[src/hdl/dbawf_pkg.sv]
// Behaviour
// RL1 - Two independent differential channels each yield their own result word, tagged by channel.
// RL2 - The 12 significant bits sit left-aligned in the 16-bit word and the low bits carry no meaning.
// RL3 - Standard format is two's complement: +10 V near 7ff0, 0 V is zero, -10 V is 8000.
// RL4 - Standard format above positive full scale gives word 7fff and status code 42; the code writes status 2a, which is 42 decimal.
// RL5 - Standard format below negative full scale gives word 8000 and status code 41; the code writes status 29, which is 41 decimal.
// RL6 - Alternate format carries three status flags in bits 0 to 2 of each data word.
// RL7 - Alternate format carries the converted value in bits 3 to 15 above the flags.
// RL8 - Of the flags, bit 2 has no meaning, bit 1 flags a short or open input, bit 0 flags overflow.
// RL9 - Alternate format uses offset coding: 0 V is 4000, +10 V is 7ff8, lower voltages go toward zero.
// RL10 - Alternate format gives 7ff9 above full scale and 0001, overflow flag alone, below it.
// RL11 - Each channel word is 16 data bits travelling with an 8-bit control/status byte.
// RL12 - Standard format reports range codes in the status byte, zero while in range.
package dbawf_pkg;
  localparam int CHAN_COUNT = 2;
  localparam int CODE_W = 12;
  localparam int DATA_W = 16;
  localparam int STAT_W = 8;
  localparam int FIFO_DEPTH = 4;
  localparam int PAYLOAD_W = 1 + STAT_W + DATA_W;
  // Standard format
  localparam logic [15:0] STD_POS_SAT = 16'h7fff;
  localparam logic [15:0] STD_NEG_SAT = 16'h8000;
  localparam logic [3:0] STD_LOW_FILL = 4'h0;
  localparam logic [7:0] STAT_IN_RANGE = 8'h00;
  localparam logic [7:0] STAT_OVER = 8'h2a;
  localparam logic [7:0] STAT_UNDER = 8'h29;
  // Alternate format
  localparam logic [15:0] ALT_POS_OVR = 16'h7ff9;
  localparam logic [15:0] ALT_NEG_OVR = 16'h0001;
  localparam int FLAG_OVR_POS = 0;
  localparam int FLAG_ERR_POS = 1;
  localparam int FLAG_NONE_POS = 2;
  localparam int ALT_VAL_LSB = 3;
endpackage

[src/hdl/dbawf_stream_if.sv]
`timescale 1ns/1ps
`default_nettype none
// Valid/ready word stream into the formatter's queue and from it to the output stage
interface dbawf_stream_if #(parameter int W = 8);
  logic valid;
  logic ready;
  logic [W-1:0] data;
  modport src (output valid, output data, input ready);
  modport snk (input valid, input data, output ready);
endinterface
`default_nettype wire

[src/hdl/dbawf_fifo.sv]
`timescale 1ns/1ps
`default_nettype none
module dbawf_fifo #(
  parameter int WIDTH = 25,
  parameter int DEPTH = 4
) (
  // Clock and reset
  input wire logic clk,
  input wire logic rst,
  // Streams
  dbawf_stream_if.snk inIf,
  dbawf_stream_if.src outIf
);
  localparam int AW = (DEPTH > 2) ? $clog2(DEPTH) : 1;
  localparam int CW = $clog2(DEPTH + 1);
  localparam logic [AW-1:0] LAST_IDX = AW'(DEPTH - 1);
  localparam logic [CW-1:0] FULL_CNT = CW'(DEPTH);

  logic [WIDTH-1:0] mem_reg [DEPTH];
  logic [WIDTH-1:0] mem_next [DEPTH];
  logic [AW-1:0] wrPtr_reg, wrPtr_next, rdPtr_reg, rdPtr_next;
  logic [CW-1:0] count_reg, count_next;
  logic doPush, doPop;

  // Honest flags straight from the occupancy count
  assign inIf.ready = (count_reg != FULL_CNT);
  assign outIf.valid = (count_reg != '0);
  assign outIf.data = mem_reg[rdPtr_reg];

  // Pointer and storage update; push and pop may share a cycle
  always_comb begin
    mem_next = mem_reg;
    wrPtr_next = wrPtr_reg;
    rdPtr_next = rdPtr_reg;
    count_next = count_reg;
    doPush = inIf.valid && inIf.ready;
    doPop = outIf.valid && outIf.ready;
    if (doPush) begin
      mem_next[wrPtr_reg] = inIf.data;
      wrPtr_next = (wrPtr_reg == LAST_IDX) ? '0 : wrPtr_reg + AW'(1);
    end
    if (doPop) begin
      rdPtr_next = (rdPtr_reg == LAST_IDX) ? '0 : rdPtr_reg + AW'(1);
    end
    if (doPush && !doPop) begin
      count_next = count_reg + CW'(1);
    end else if (doPop && !doPush) begin
      count_next = count_reg - CW'(1);
    end
  end

  always_ff @(posedge clk or posedge rst) begin
    if (rst) begin
      wrPtr_reg <= '0;
      rdPtr_reg <= '0;
      count_reg <= '0;
      for (int i = 0; i < DEPTH; i++) begin
        mem_reg[i] <= '0;
      end
    end else begin
      wrPtr_reg <= wrPtr_next;
      rdPtr_reg <= rdPtr_next;
      count_reg <= count_next;
      mem_reg <= mem_next;
    end
  end
endmodule
`default_nettype wire

[src/hdl/dbawf_top.sv]
`timescale 1ns/1ps
`default_nettype none
module dbawf_top #(
  parameter int DEPTH = dbawf_pkg::FIFO_DEPTH
) (
  // Clock and reset
  input wire logic ref_clk,
  input wire logic sys_rst,
  // Format select: high picks embedded-flag offset coding
  input wire logic altFormat,
  // Conversion results from the converter sequencer
  input wire logic smpValid,
  input wire logic smpChan,
  input wire logic [dbawf_pkg::CODE_W-1:0] smpCode,
  input wire logic smpOver,
  input wire logic smpUnder,
  input wire logic smpFault,
  output logic smpReady,
  // Formatted channel words toward the bus coupler side
  output logic outValid,
  input wire logic outReady,
  output logic outChan,
  output logic [dbawf_pkg::DATA_W-1:0] outData,
  output logic [dbawf_pkg::STAT_W-1:0] outStatus
);
  localparam int CW = dbawf_pkg::CODE_W;

  // Builds {status, data} for one result; overrange beats underrange
  function automatic logic [23:0] fmtWord(input logic [CW-1:0] code, input logic over,
                                          input logic under, input logic fault, input logic alt);
    logic [15:0] word;
    logic [7:0] stat;
    word = {code, dbawf_pkg::STD_LOW_FILL}; // see RL2 see RL3
    stat = dbawf_pkg::STAT_IN_RANGE; // see RL12
    if (alt) begin
      word = {1'b0, ~code[CW-1], code[CW-2:0], 3'b000}; // see RL7 see RL9
      if (over) begin
        word = dbawf_pkg::ALT_POS_OVR; // see RL10
      end else if (under) begin
        word = dbawf_pkg::ALT_NEG_OVR; // see RL10
      end
      word[dbawf_pkg::FLAG_NONE_POS] = 1'b0; // see RL6 see RL8
      if (!under) begin
        word[dbawf_pkg::FLAG_ERR_POS] = fault; // see RL8
      end
    end else if (over) begin
      word = dbawf_pkg::STD_POS_SAT; // see RL4
      stat = dbawf_pkg::STAT_OVER; // see RL4 see RL12
    end else if (under) begin
      word = dbawf_pkg::STD_NEG_SAT; // see RL5
      stat = dbawf_pkg::STAT_UNDER; // see RL5 see RL12
    end
    return {stat, word};
  endfunction

  logic fmtValid_reg, fmtValid_next;
  logic fmtChan_reg, fmtChan_next;
  logic [15:0] fmtData_reg, fmtData_next;
  logic [7:0] fmtStatus_reg, fmtStatus_next;
  logic smpReady_reg, smpReady_next;
  logic outValid_reg, outValid_next;
  logic outChan_reg, outChan_next;
  logic [15:0] outData_reg, outData_next;
  logic [7:0] outStatus_reg, outStatus_next;
  logic [23:0] fmtPacked;

  dbawf_stream_if #(.W(dbawf_pkg::PAYLOAD_W)) fifoIn ();
  dbawf_stream_if #(.W(dbawf_pkg::PAYLOAD_W)) fifoOut ();

  // Four-word queue absorbs stalls from the coupler side
  dbawf_fifo #(
    .WIDTH(dbawf_pkg::PAYLOAD_W),
    .DEPTH(DEPTH)
  ) uQueue (
    .clk(ref_clk),
    .rst(sys_rst),
    .inIf(fifoIn.snk),
    .outIf(fifoOut.src)
  );

  // Channel tag travels with each word so both channels stay apart
  assign fifoIn.valid = fmtValid_reg;
  assign fifoIn.data = {fmtChan_reg, fmtStatus_reg, fmtData_reg}; // see RL1 see RL11
  assign fifoOut.ready = !outValid_reg || outReady;
  assign fmtPacked = fmtWord(smpCode, smpOver, smpUnder, smpFault, altFormat);

  // Format stage; one result held at a time, a full queue stalls the source
  always_comb begin
    fmtValid_next = fmtValid_reg;
    fmtChan_next = fmtChan_reg;
    fmtData_next = fmtData_reg;
    fmtStatus_next = fmtStatus_reg;
    if (fmtValid_reg && fifoIn.ready) begin
      fmtValid_next = 1'b0;
    end
    if (smpValid && smpReady_reg) begin
      fmtValid_next = 1'b1;
      fmtChan_next = smpChan; // see RL1
      fmtData_next = fmtPacked[15:0];
      fmtStatus_next = fmtPacked[23:16]; // see RL11
    end
    // Registered ready costs a bubble per word, far below the conversion rate
    smpReady_next = !fmtValid_next;
  end

  always_ff @(posedge ref_clk or posedge sys_rst) begin
    if (sys_rst) begin
      fmtValid_reg <= 1'b0;
      fmtChan_reg <= 1'b0;
      fmtData_reg <= 16'h0000;
      fmtStatus_reg <= 8'h00;
      smpReady_reg <= 1'b0;
    end else begin
      fmtValid_reg <= fmtValid_next;
      fmtChan_reg <= fmtChan_next;
      fmtData_reg <= fmtData_next;
      fmtStatus_reg <= fmtStatus_next;
      smpReady_reg <= smpReady_next;
    end
  end

  // Output stage keeps every port on a flop
  always_comb begin
    outValid_next = outValid_reg;
    outChan_next = outChan_reg;
    outData_next = outData_reg;
    outStatus_next = outStatus_reg;
    if (fifoOut.ready) begin
      outValid_next = fifoOut.valid;
      if (fifoOut.valid) begin
        outChan_next = fifoOut.data[24];
        outStatus_next = fifoOut.data[23:16];
        outData_next = fifoOut.data[15:0];
      end
    end
  end

  always_ff @(posedge ref_clk or posedge sys_rst) begin
    if (sys_rst) begin
      outValid_reg <= 1'b0;
      outChan_reg <= 1'b0;
      outData_reg <= 16'h0000;
      outStatus_reg <= 8'h00;
    end else begin
      outValid_reg <= outValid_next;
      outChan_reg <= outChan_next;
      outData_reg <= outData_next;
      outStatus_reg <= outStatus_next;
    end
  end

  assign smpReady = smpReady_reg;
  assign outValid = outValid_reg;
  assign outChan = outChan_reg;
  assign outData = outData_reg;
  assign outStatus = outStatus_reg;

  // Assertion helper: results taken at the input but not yet taken at the output
  localparam int FW = $clog2(DEPTH + 3);
  localparam logic [FW-1:0] FLIGHT_MAX = FW'(DEPTH + 2);
  logic [FW-1:0] inFlight_reg, inFlight_next;
  logic takeIn, takeOut;

  // One up per input handshake, one down per output handshake
  always_comb begin
    takeIn = smpValid && smpReady_reg;
    takeOut = outValid_reg && outReady;
    inFlight_next = inFlight_reg;
    if (takeIn && !takeOut) begin
      inFlight_next = inFlight_reg + FW'(1);
    end else if (takeOut && !takeIn) begin
      inFlight_next = inFlight_reg - FW'(1);
    end
  end

  always_ff @(posedge ref_clk or posedge sys_rst) begin
    if (sys_rst) begin
      inFlight_reg <= '0;
    end else begin
      inFlight_reg <= inFlight_next;
    end
  end
endmodule
`default_nettype wire

[config.mk]
export PLATFORM = sky130hd
export DESIGN_NAME = dbawf_top
export DESIGN_NICKNAME = d
export VERILOG_FILES = /design/src/hdl/dbawf_pkg.sv /design/src/hdl/dbawf_stream_if.sv /design/src/hdl/dbawf_fifo.sv /design/src/hdl/dbawf_top.sv
export SDC_FILE = /design/constraint.sdc
export NUM_CORES = 1
export LEC_CHECK = 0
export BUFFER_PORTS_ARGS = -buffer_cell sky130_fd_sc_hd__buf_4
export CORE_MARGIN = 10
export CORE_UTILIZATION = 54
export CTS_CLUSTER_DIAMETER = 200
export DETAILED_ROUTE_END_ITERATION = 12
export GPL_TIMING_DRIVEN = 0
export PLACE_DENSITY = 0.81
export SETUP_SLACK_MARGIN = 0.3
export SLEW_MARGIN = 20
export SYNTH_ARGS = -nofsm -noshare
export SYNTH_HDL_FRONTEND = slang
export SYNTH_SLANG_ARGS = --single-unit
[constraint.sdc]
create_clock -name ref_clk -period 5.9 [get_ports ref_clk]
set_clock_uncertainty 0.1 [all_clocks]
set_input_delay 0.59 -clock ref_clk [delete_from_list [all_inputs] [get_ports ref_clk]]
set_output_delay 0.59 -clock ref_clk [all_outputs]
set_load 0.02 [all_outputs]
# Word-level counts from Yosys, hierarchy flattened
# Index checks and enable logic that the tools add are counted.
[totals]
reg_bits = 160
input_bits = 21
output_inout_bits = 27
wordCells = 64
[classes]
n_addsub = 4
magnitude_cmp = 3
n_eq_ne = 3
muxes = 21
bitwise_logic = 3
n_reduce_logical = 14
[op_table]
columns = ["op", "n"]
rows = [
  ["100-bit bitwise mux", 1],
  ["25-bit two-way mux", 3],
  ["25-bit binary-select mux with 2-bit select", 1],
  ["25-bit demux with 2-bit select", 1],
  ["16-bit two-way mux", 3],
  ["15-bit two-way mux", 2],
  ["6-bit two-way mux", 3],
  ["3-bit greater-or-equal comparator, second input constant", 2],
  ["1-bit logical AND", 6],
  ["3-bit two-way mux", 2],
  ["2-bit NOT with 3-bit output", 2],
  ["2-bit by 1-bit adder with 2-bit output, second input constant", 2],
  ["2-bit equality test, second input constant", 2],
  ["1-bit zero test", 4],
  ["2-bit two-way mux", 2],
  ["3-bit by 1-bit adder with 3-bit output, second input constant", 1],
  ["3-bit by 1-bit < comparator with 1-bit output, second input constant", 1],
  ["1-bit two-way mux", 3],
  ["3-bit inequality test, second input constant", 1],
  ["3-bit nonzero test", 1],
  ["3-bit by 1-bit subtractor with 3-bit output, second input constant", 1],
  ["2-bit AND reduction", 1],
  ["2-bit nonzero test", 1],
  ["1-bit logical OR", 1],
  ["1-bit NOT", 1],
]

# Depth between registers and ports, before layout
[logic_depth]
depth_word = 6
depth_mapped = 10
mapped_depth_nobuf = 9

# Hierarchy
# Synthesis repeated with hierarchy kept, for this count alone.
[hier_totals]
hier_cells = 431
hier_area_um2 = 6867.8
[by_module_without_submodules]
columns = ["module", "n_inst", "cells_each", "area_per_inst_um2", "seq_area_each_um2"]
rows = [
  ["dbawf_fifo", 1, 281, 4784.6, 2677.6],
  ["dbawf_top", 1, 150, 2083.2, 1176.1],
]

# Worst setup path after synthesis
# OpenSTA, ideal clock, no wires.
[synth_path]
path_kind = "input -> register"
start = "in outReady"
end = "reg uQueue.count_reg[1]"
setup_ns = 0.125
arrival_time_ns = 2.073
slack_ns = 3.603
path_stages = 8
n_path_buf = 1
cell_sequence = "inv_1 a21oi_1 buf_2 inv_1 ha_1 inv_1 fa_1 mux2_2"
[synth_via]
elab_chain_cells = 5
word_cells_on_any_way = 7
cone_classes = "mux (1); reduce/logical (6)"
[synth_rtl]
columns = ["item", "line", "text"]
rows = [
  ["from (decl)", "dbawf_top.sv:21", "input wire logic outReady,"],
  ["1-bit logical OR", "dbawf_top.sv:84", "assign fifoOut.ready = !outValid_reg || outReady;"],
  ["1-bit logical AND", "dbawf_fifo.sv:37", "doPop = outIf.valid && outIf.ready;"],
  ["1-bit zero test", "dbawf_fifo.sv:45", "if (doPush && !doPop) begin"],
  ["1-bit logical AND", "dbawf_fifo.sv:45", ""],
  ["3-bit two-way mux", "dbawf_fifo.sv:45", ""],
  ["via uQueue.count_next[1]", "dbawf_fifo.sv:22", "logic [CW-1:0] count_reg, count_next;"],
  ["to (signal assigned)", "dbawf_fifo.sv:63", "count_reg <= count_next;"],
  ["to (decl)", "dbawf_fifo.sv:22", ""],
]
# The timed path passes the listed nets, and every way through them passes these cells.
# A chain may end at the register's enable or synchronous reset.

# Worst setup path in the final report
[layout_path]
start = "reg uQueue.count_reg[0]"
end = "reg uQueue.count_reg[1]"
[layout_via]
elab_chain_cells = 5
word_cells_on_any_way = 13
cone_classes = "add/sub (2); eq/ne (1); mux (2); reduce/logical (8)"
[layout_rtl]
columns = ["item", "line"]
rows = [
  ["branches (longest 4 deep; another with 3-bit by 1-bit subtractor with 3-bit output)", "n/a"],
  ["3-bit two-way mux (*)", "dbawf_fifo.sv:45"],
  ["via uQueue.count_next[1]", "dbawf_fifo.sv:22"],
]
# Mark *: on every way through the listed nets, which the timed path passes. The select of a mux whose other input is x is not followed.

==> results.cfg <==
[status]
status = completed

[power]
netSwitchingPower_mw = 1.16
comb_power_share = 0.370
clkPwrFrac = 0.248
sw_frac_of_total = 0.298
total_power_mw = 3.91
seqPwrFrac = 0.382
powerDensity_nw_per_um2 = 573
power.internal_mw = 2.74
ir_drop_mv = 0.334
leakagePower_nw = 3.18

[routing]
drtIter0Drc = 168
via_per_inst = 5.38
final_antenna_net_count = 0
first_pass_iters = 4
wirelength_um = 11200
vias = 3083
wl_per_cell_um = 19.5
post-route-drc-count = 0

[grt]
grt_pass1_vias = 3524
antenna_found_initial = 0
grt_max_degree = 80
grt_pass1_wl_um = 18400
grt_overflow = 0
groute.usage.overall = 0.159

[finish]
largest_reg_flops = 76
multiInputGateArea_um2 = 2400
area_delta_synth_final_pct = 19.1
fillers = 731
insertedDiodeCount = 0
layout_common_cells = dfrtp_1, mux2_2, buf_4
final_layout_size_suffix_gt1_frac = 0.517
layout.cells.non_filler = 573
final_nets = 454
final_common_cell = dfrtp_1
seqCellArea_um2 = 3100

[clocking]
cts.sinks = 124
cts_resized = 0
cts_tree = done
ctsLongestPathBuffers = 2
cts_max_level = 4
cts_buffers = 17
post_cts_buffers = 0
path_clk_slew_ns = 0.05
clock_latency_ns = 0.51
root_buffer = clkbuf_8

[yosys]
yosysWarnings = 0
avgSynthCellArea_um2 = 15.9
ys_types = 28
netlist_area_um2 = 5720
syn_inst = 360
ys_seq_area_frac = 0.542
ys_ff_latch = 124

[setup_path]
startpoint_type = flip-flop
required_ns = 6.19
crit_slowest_cell = dfrtp_1
slowest_delay_ns = 0.42
cp.arrival_ns = 2.82
crit_fanout = 10
setup.worst_path.end_class = flip-flop
path_common_cell = inv_1
critPathTopFamily = adder cells
crit_type = flip-flop to flip-flop
cp_cell_sequence = nor3_1, a21oi_1, buf_2, inv_1, ha_1, inv_1, fa_1, mux2_2
critical_path_buf_inv_count = 3

[floorplan]
top_level_ports = 48
fp.dieW_um = 123
initial_utilization = 0.554
die_h_um = 123
num_rows = 37
die-area_um2 = 15100
core_area_um2 = 10300

[place]
dpl.hpwl_um = 7480
dp_cells = 542
place_congestion = 0.788
io_buffer_count = 42
pre_cts_ws_ns = 3.12

[timing]
fmax_mhz = 396
setup_tns_ns = 0
worst_pin_slew_ns = 0.755
rsz0062_at_grt = false
max-slew-margin-rel = 0.496
finalWorstSetupSlack_ns = 3.38
hold_viol = 0
min_period_over_period = 0.428
finalSetupViolations = 0
finalCriticalPeriod_ns = 2.52
drv_slew = 0

[job]
maxCapViolations = 0

[min_path]
hp-class = input port to flip-flop
## area by class of cell
type                    count  share of cell area
plain buffers              24              0.0285
well taps                 136              0.0250
clock buffers              21              0.0674
flip-flops and latches    124               0.455
multi-input cells         205               0.352
clock inverters             9              0.0140
repair buffers             44              0.0518
inverters                  10             0.00624
## per-layer routing
| layer | vias to the layer above | GRT usage | part of all wire |
|---|---|---|---|
| met4 | 0 | 0.0523 | 0.014 |
| met2 | 51 | 0.262 | 0.52 |
| met1 | 1590 | 0.194 | 0.43 |
| met5 | - | 0 | 0 |
| li1 | 1426 | - | - |
| met3 | 16 | 0.0506 | 0.036 |
## logic make-up after synthesis
group,count (synthesis),share of synthesized area
multiplexers,141,0.339
flip-flops,124,0.542
buffers and inverters,34,0.0404
AO/OA/AOI/OAI,25,0.0273
AND/OR/NAND/NOR,25,0.0293
adder cells (fa/ha/maj),7,0.0166
XOR/XNOR,3,0.00459
other,1,0.000655
## cell usage after synthesis
| library cell | count | area (µm²) |
|---|---|---|
| xnor2_1 | 1 | 8.76 |
| mux4_2 | 19 | 428 |
| mux2_2 | 72 | 811 |
| mux2_4 | 40 | 601 |
| o21ai_0 | 8 | 40.0 |
| buf_12 | 4 | 80.1 |
| o31a_1 | 1 | 8.76 |
| ha_1 | 6 | 75.1 |
| or3b_1 | 1 | 8.76 |
| nand2b_1 | 3 | 18.8 |
| mux2i_1 | 10 | 100 |
| conb_1 | 1 | 3.75 |
| a21oi_1 | 5 | 25.0 |
| xor2_1 | 2 | 17.5 |
| fa_1 | 1 | 20.0 |
| buf_6 | 1 | 11.3 |
| o31ai_1 | 1 | 7.51 |
| o21bai_1 | 10 | 75.1 |
| nand3_4 | 4 | 70.1 |
| clkbuf_1 | 6 | 22.5 |
| inv_1 | 10 | 37.5 |
| nor2b_1 | 2 | 12.5 |
| nor3_1 | 1 | 5.00 |
| dfrtp_1 | 124 | 3100 |
| nor2_1 | 5 | 18.8 |
| buf_4 | 6 | 45.0 |
| nand2_1 | 9 | 33.8 |
| buf_2 | 7 | 35.0 |
## per-stage QoR
stage | instance area, µm² | utilization | hold slack [ns]
after floorplan | 5730 | - | 0.355
after global placement | 6220 | 0.602 | 0.375
after detailed placement | 6250 | 0.606 | 0.374
after CTS | 6820 | 0.660 | 0.157
after global routing | 6820 | 0.660 | 0.169
final | 6820 | 0.660 | 0.176
## power groups by stage
stage / Combinational [mW] / Clock (mW) / Sequential [mW]
6_report: 1.44 / 0.970 / 1.49
5_1_grt: 1.56 / 1.03 / 1.54
4_1_cts: 1.48 / 0.987 / 1.49
3_3_place_gp: 1.41 / 0 / 1.47
2_1_floorplan: 1.07 / 0 / 1.50
3_5_place_dp: 1.46 / 0 / 1.50
## timing repair
item / CTS / global route
hold buffers: 1 / 0
endpoints found under the setup margin: 0 / 0
hold endpoints to repair: 45 / 0
## worst paths after layout
| kind | startpoint | end | slack [ns] | depth (start not counted) |
|---|---|---|---|---|
| max in group asynchronous | sys_rst | uQueue.mem_reg[12]$_DFFE_PP0P_ | 4.43 | 4 |
| worst max-delay path | uQueue.count_reg[0]$_DFFE_PP0P_ | uQueue.count_reg[1]$_DFFE_PP0P_ | 3.38 | 8 |
| worst min register to register | uQueue.count_reg[2]$_DFFE_PP0P_ | uQueue.count_reg[2]$_DFFE_PP0P_ | 0.39 | 1 |
| worst min-delay path | outReady | outValid$_DFFE_PP0N_ | 0.18 | 2 |
| worst max register to register | uQueue.count_reg[0]$_DFFE_PP0P_ | uQueue.count_reg[1]$_DFFE_PP0P_ | 3.38 | 8 |
| min in group asynchronous | sys_rst | outData[5]$_DFFE_PP0P_ | 0.55 | 3 |
## worst register-to-register path: cells and delay by family (launching register included)
family,cells,cell delay (ns)
AO/OA/AOI/OAI,1,0.37
buffers and inverters,3,0.52
adder cells (fa/ha/maj),2,0.63
flip-flops,1,0.42
AND/OR/NAND/NOR,1,0.10
multiplexers,1,0.27
(Power assumes the default switching activity.)
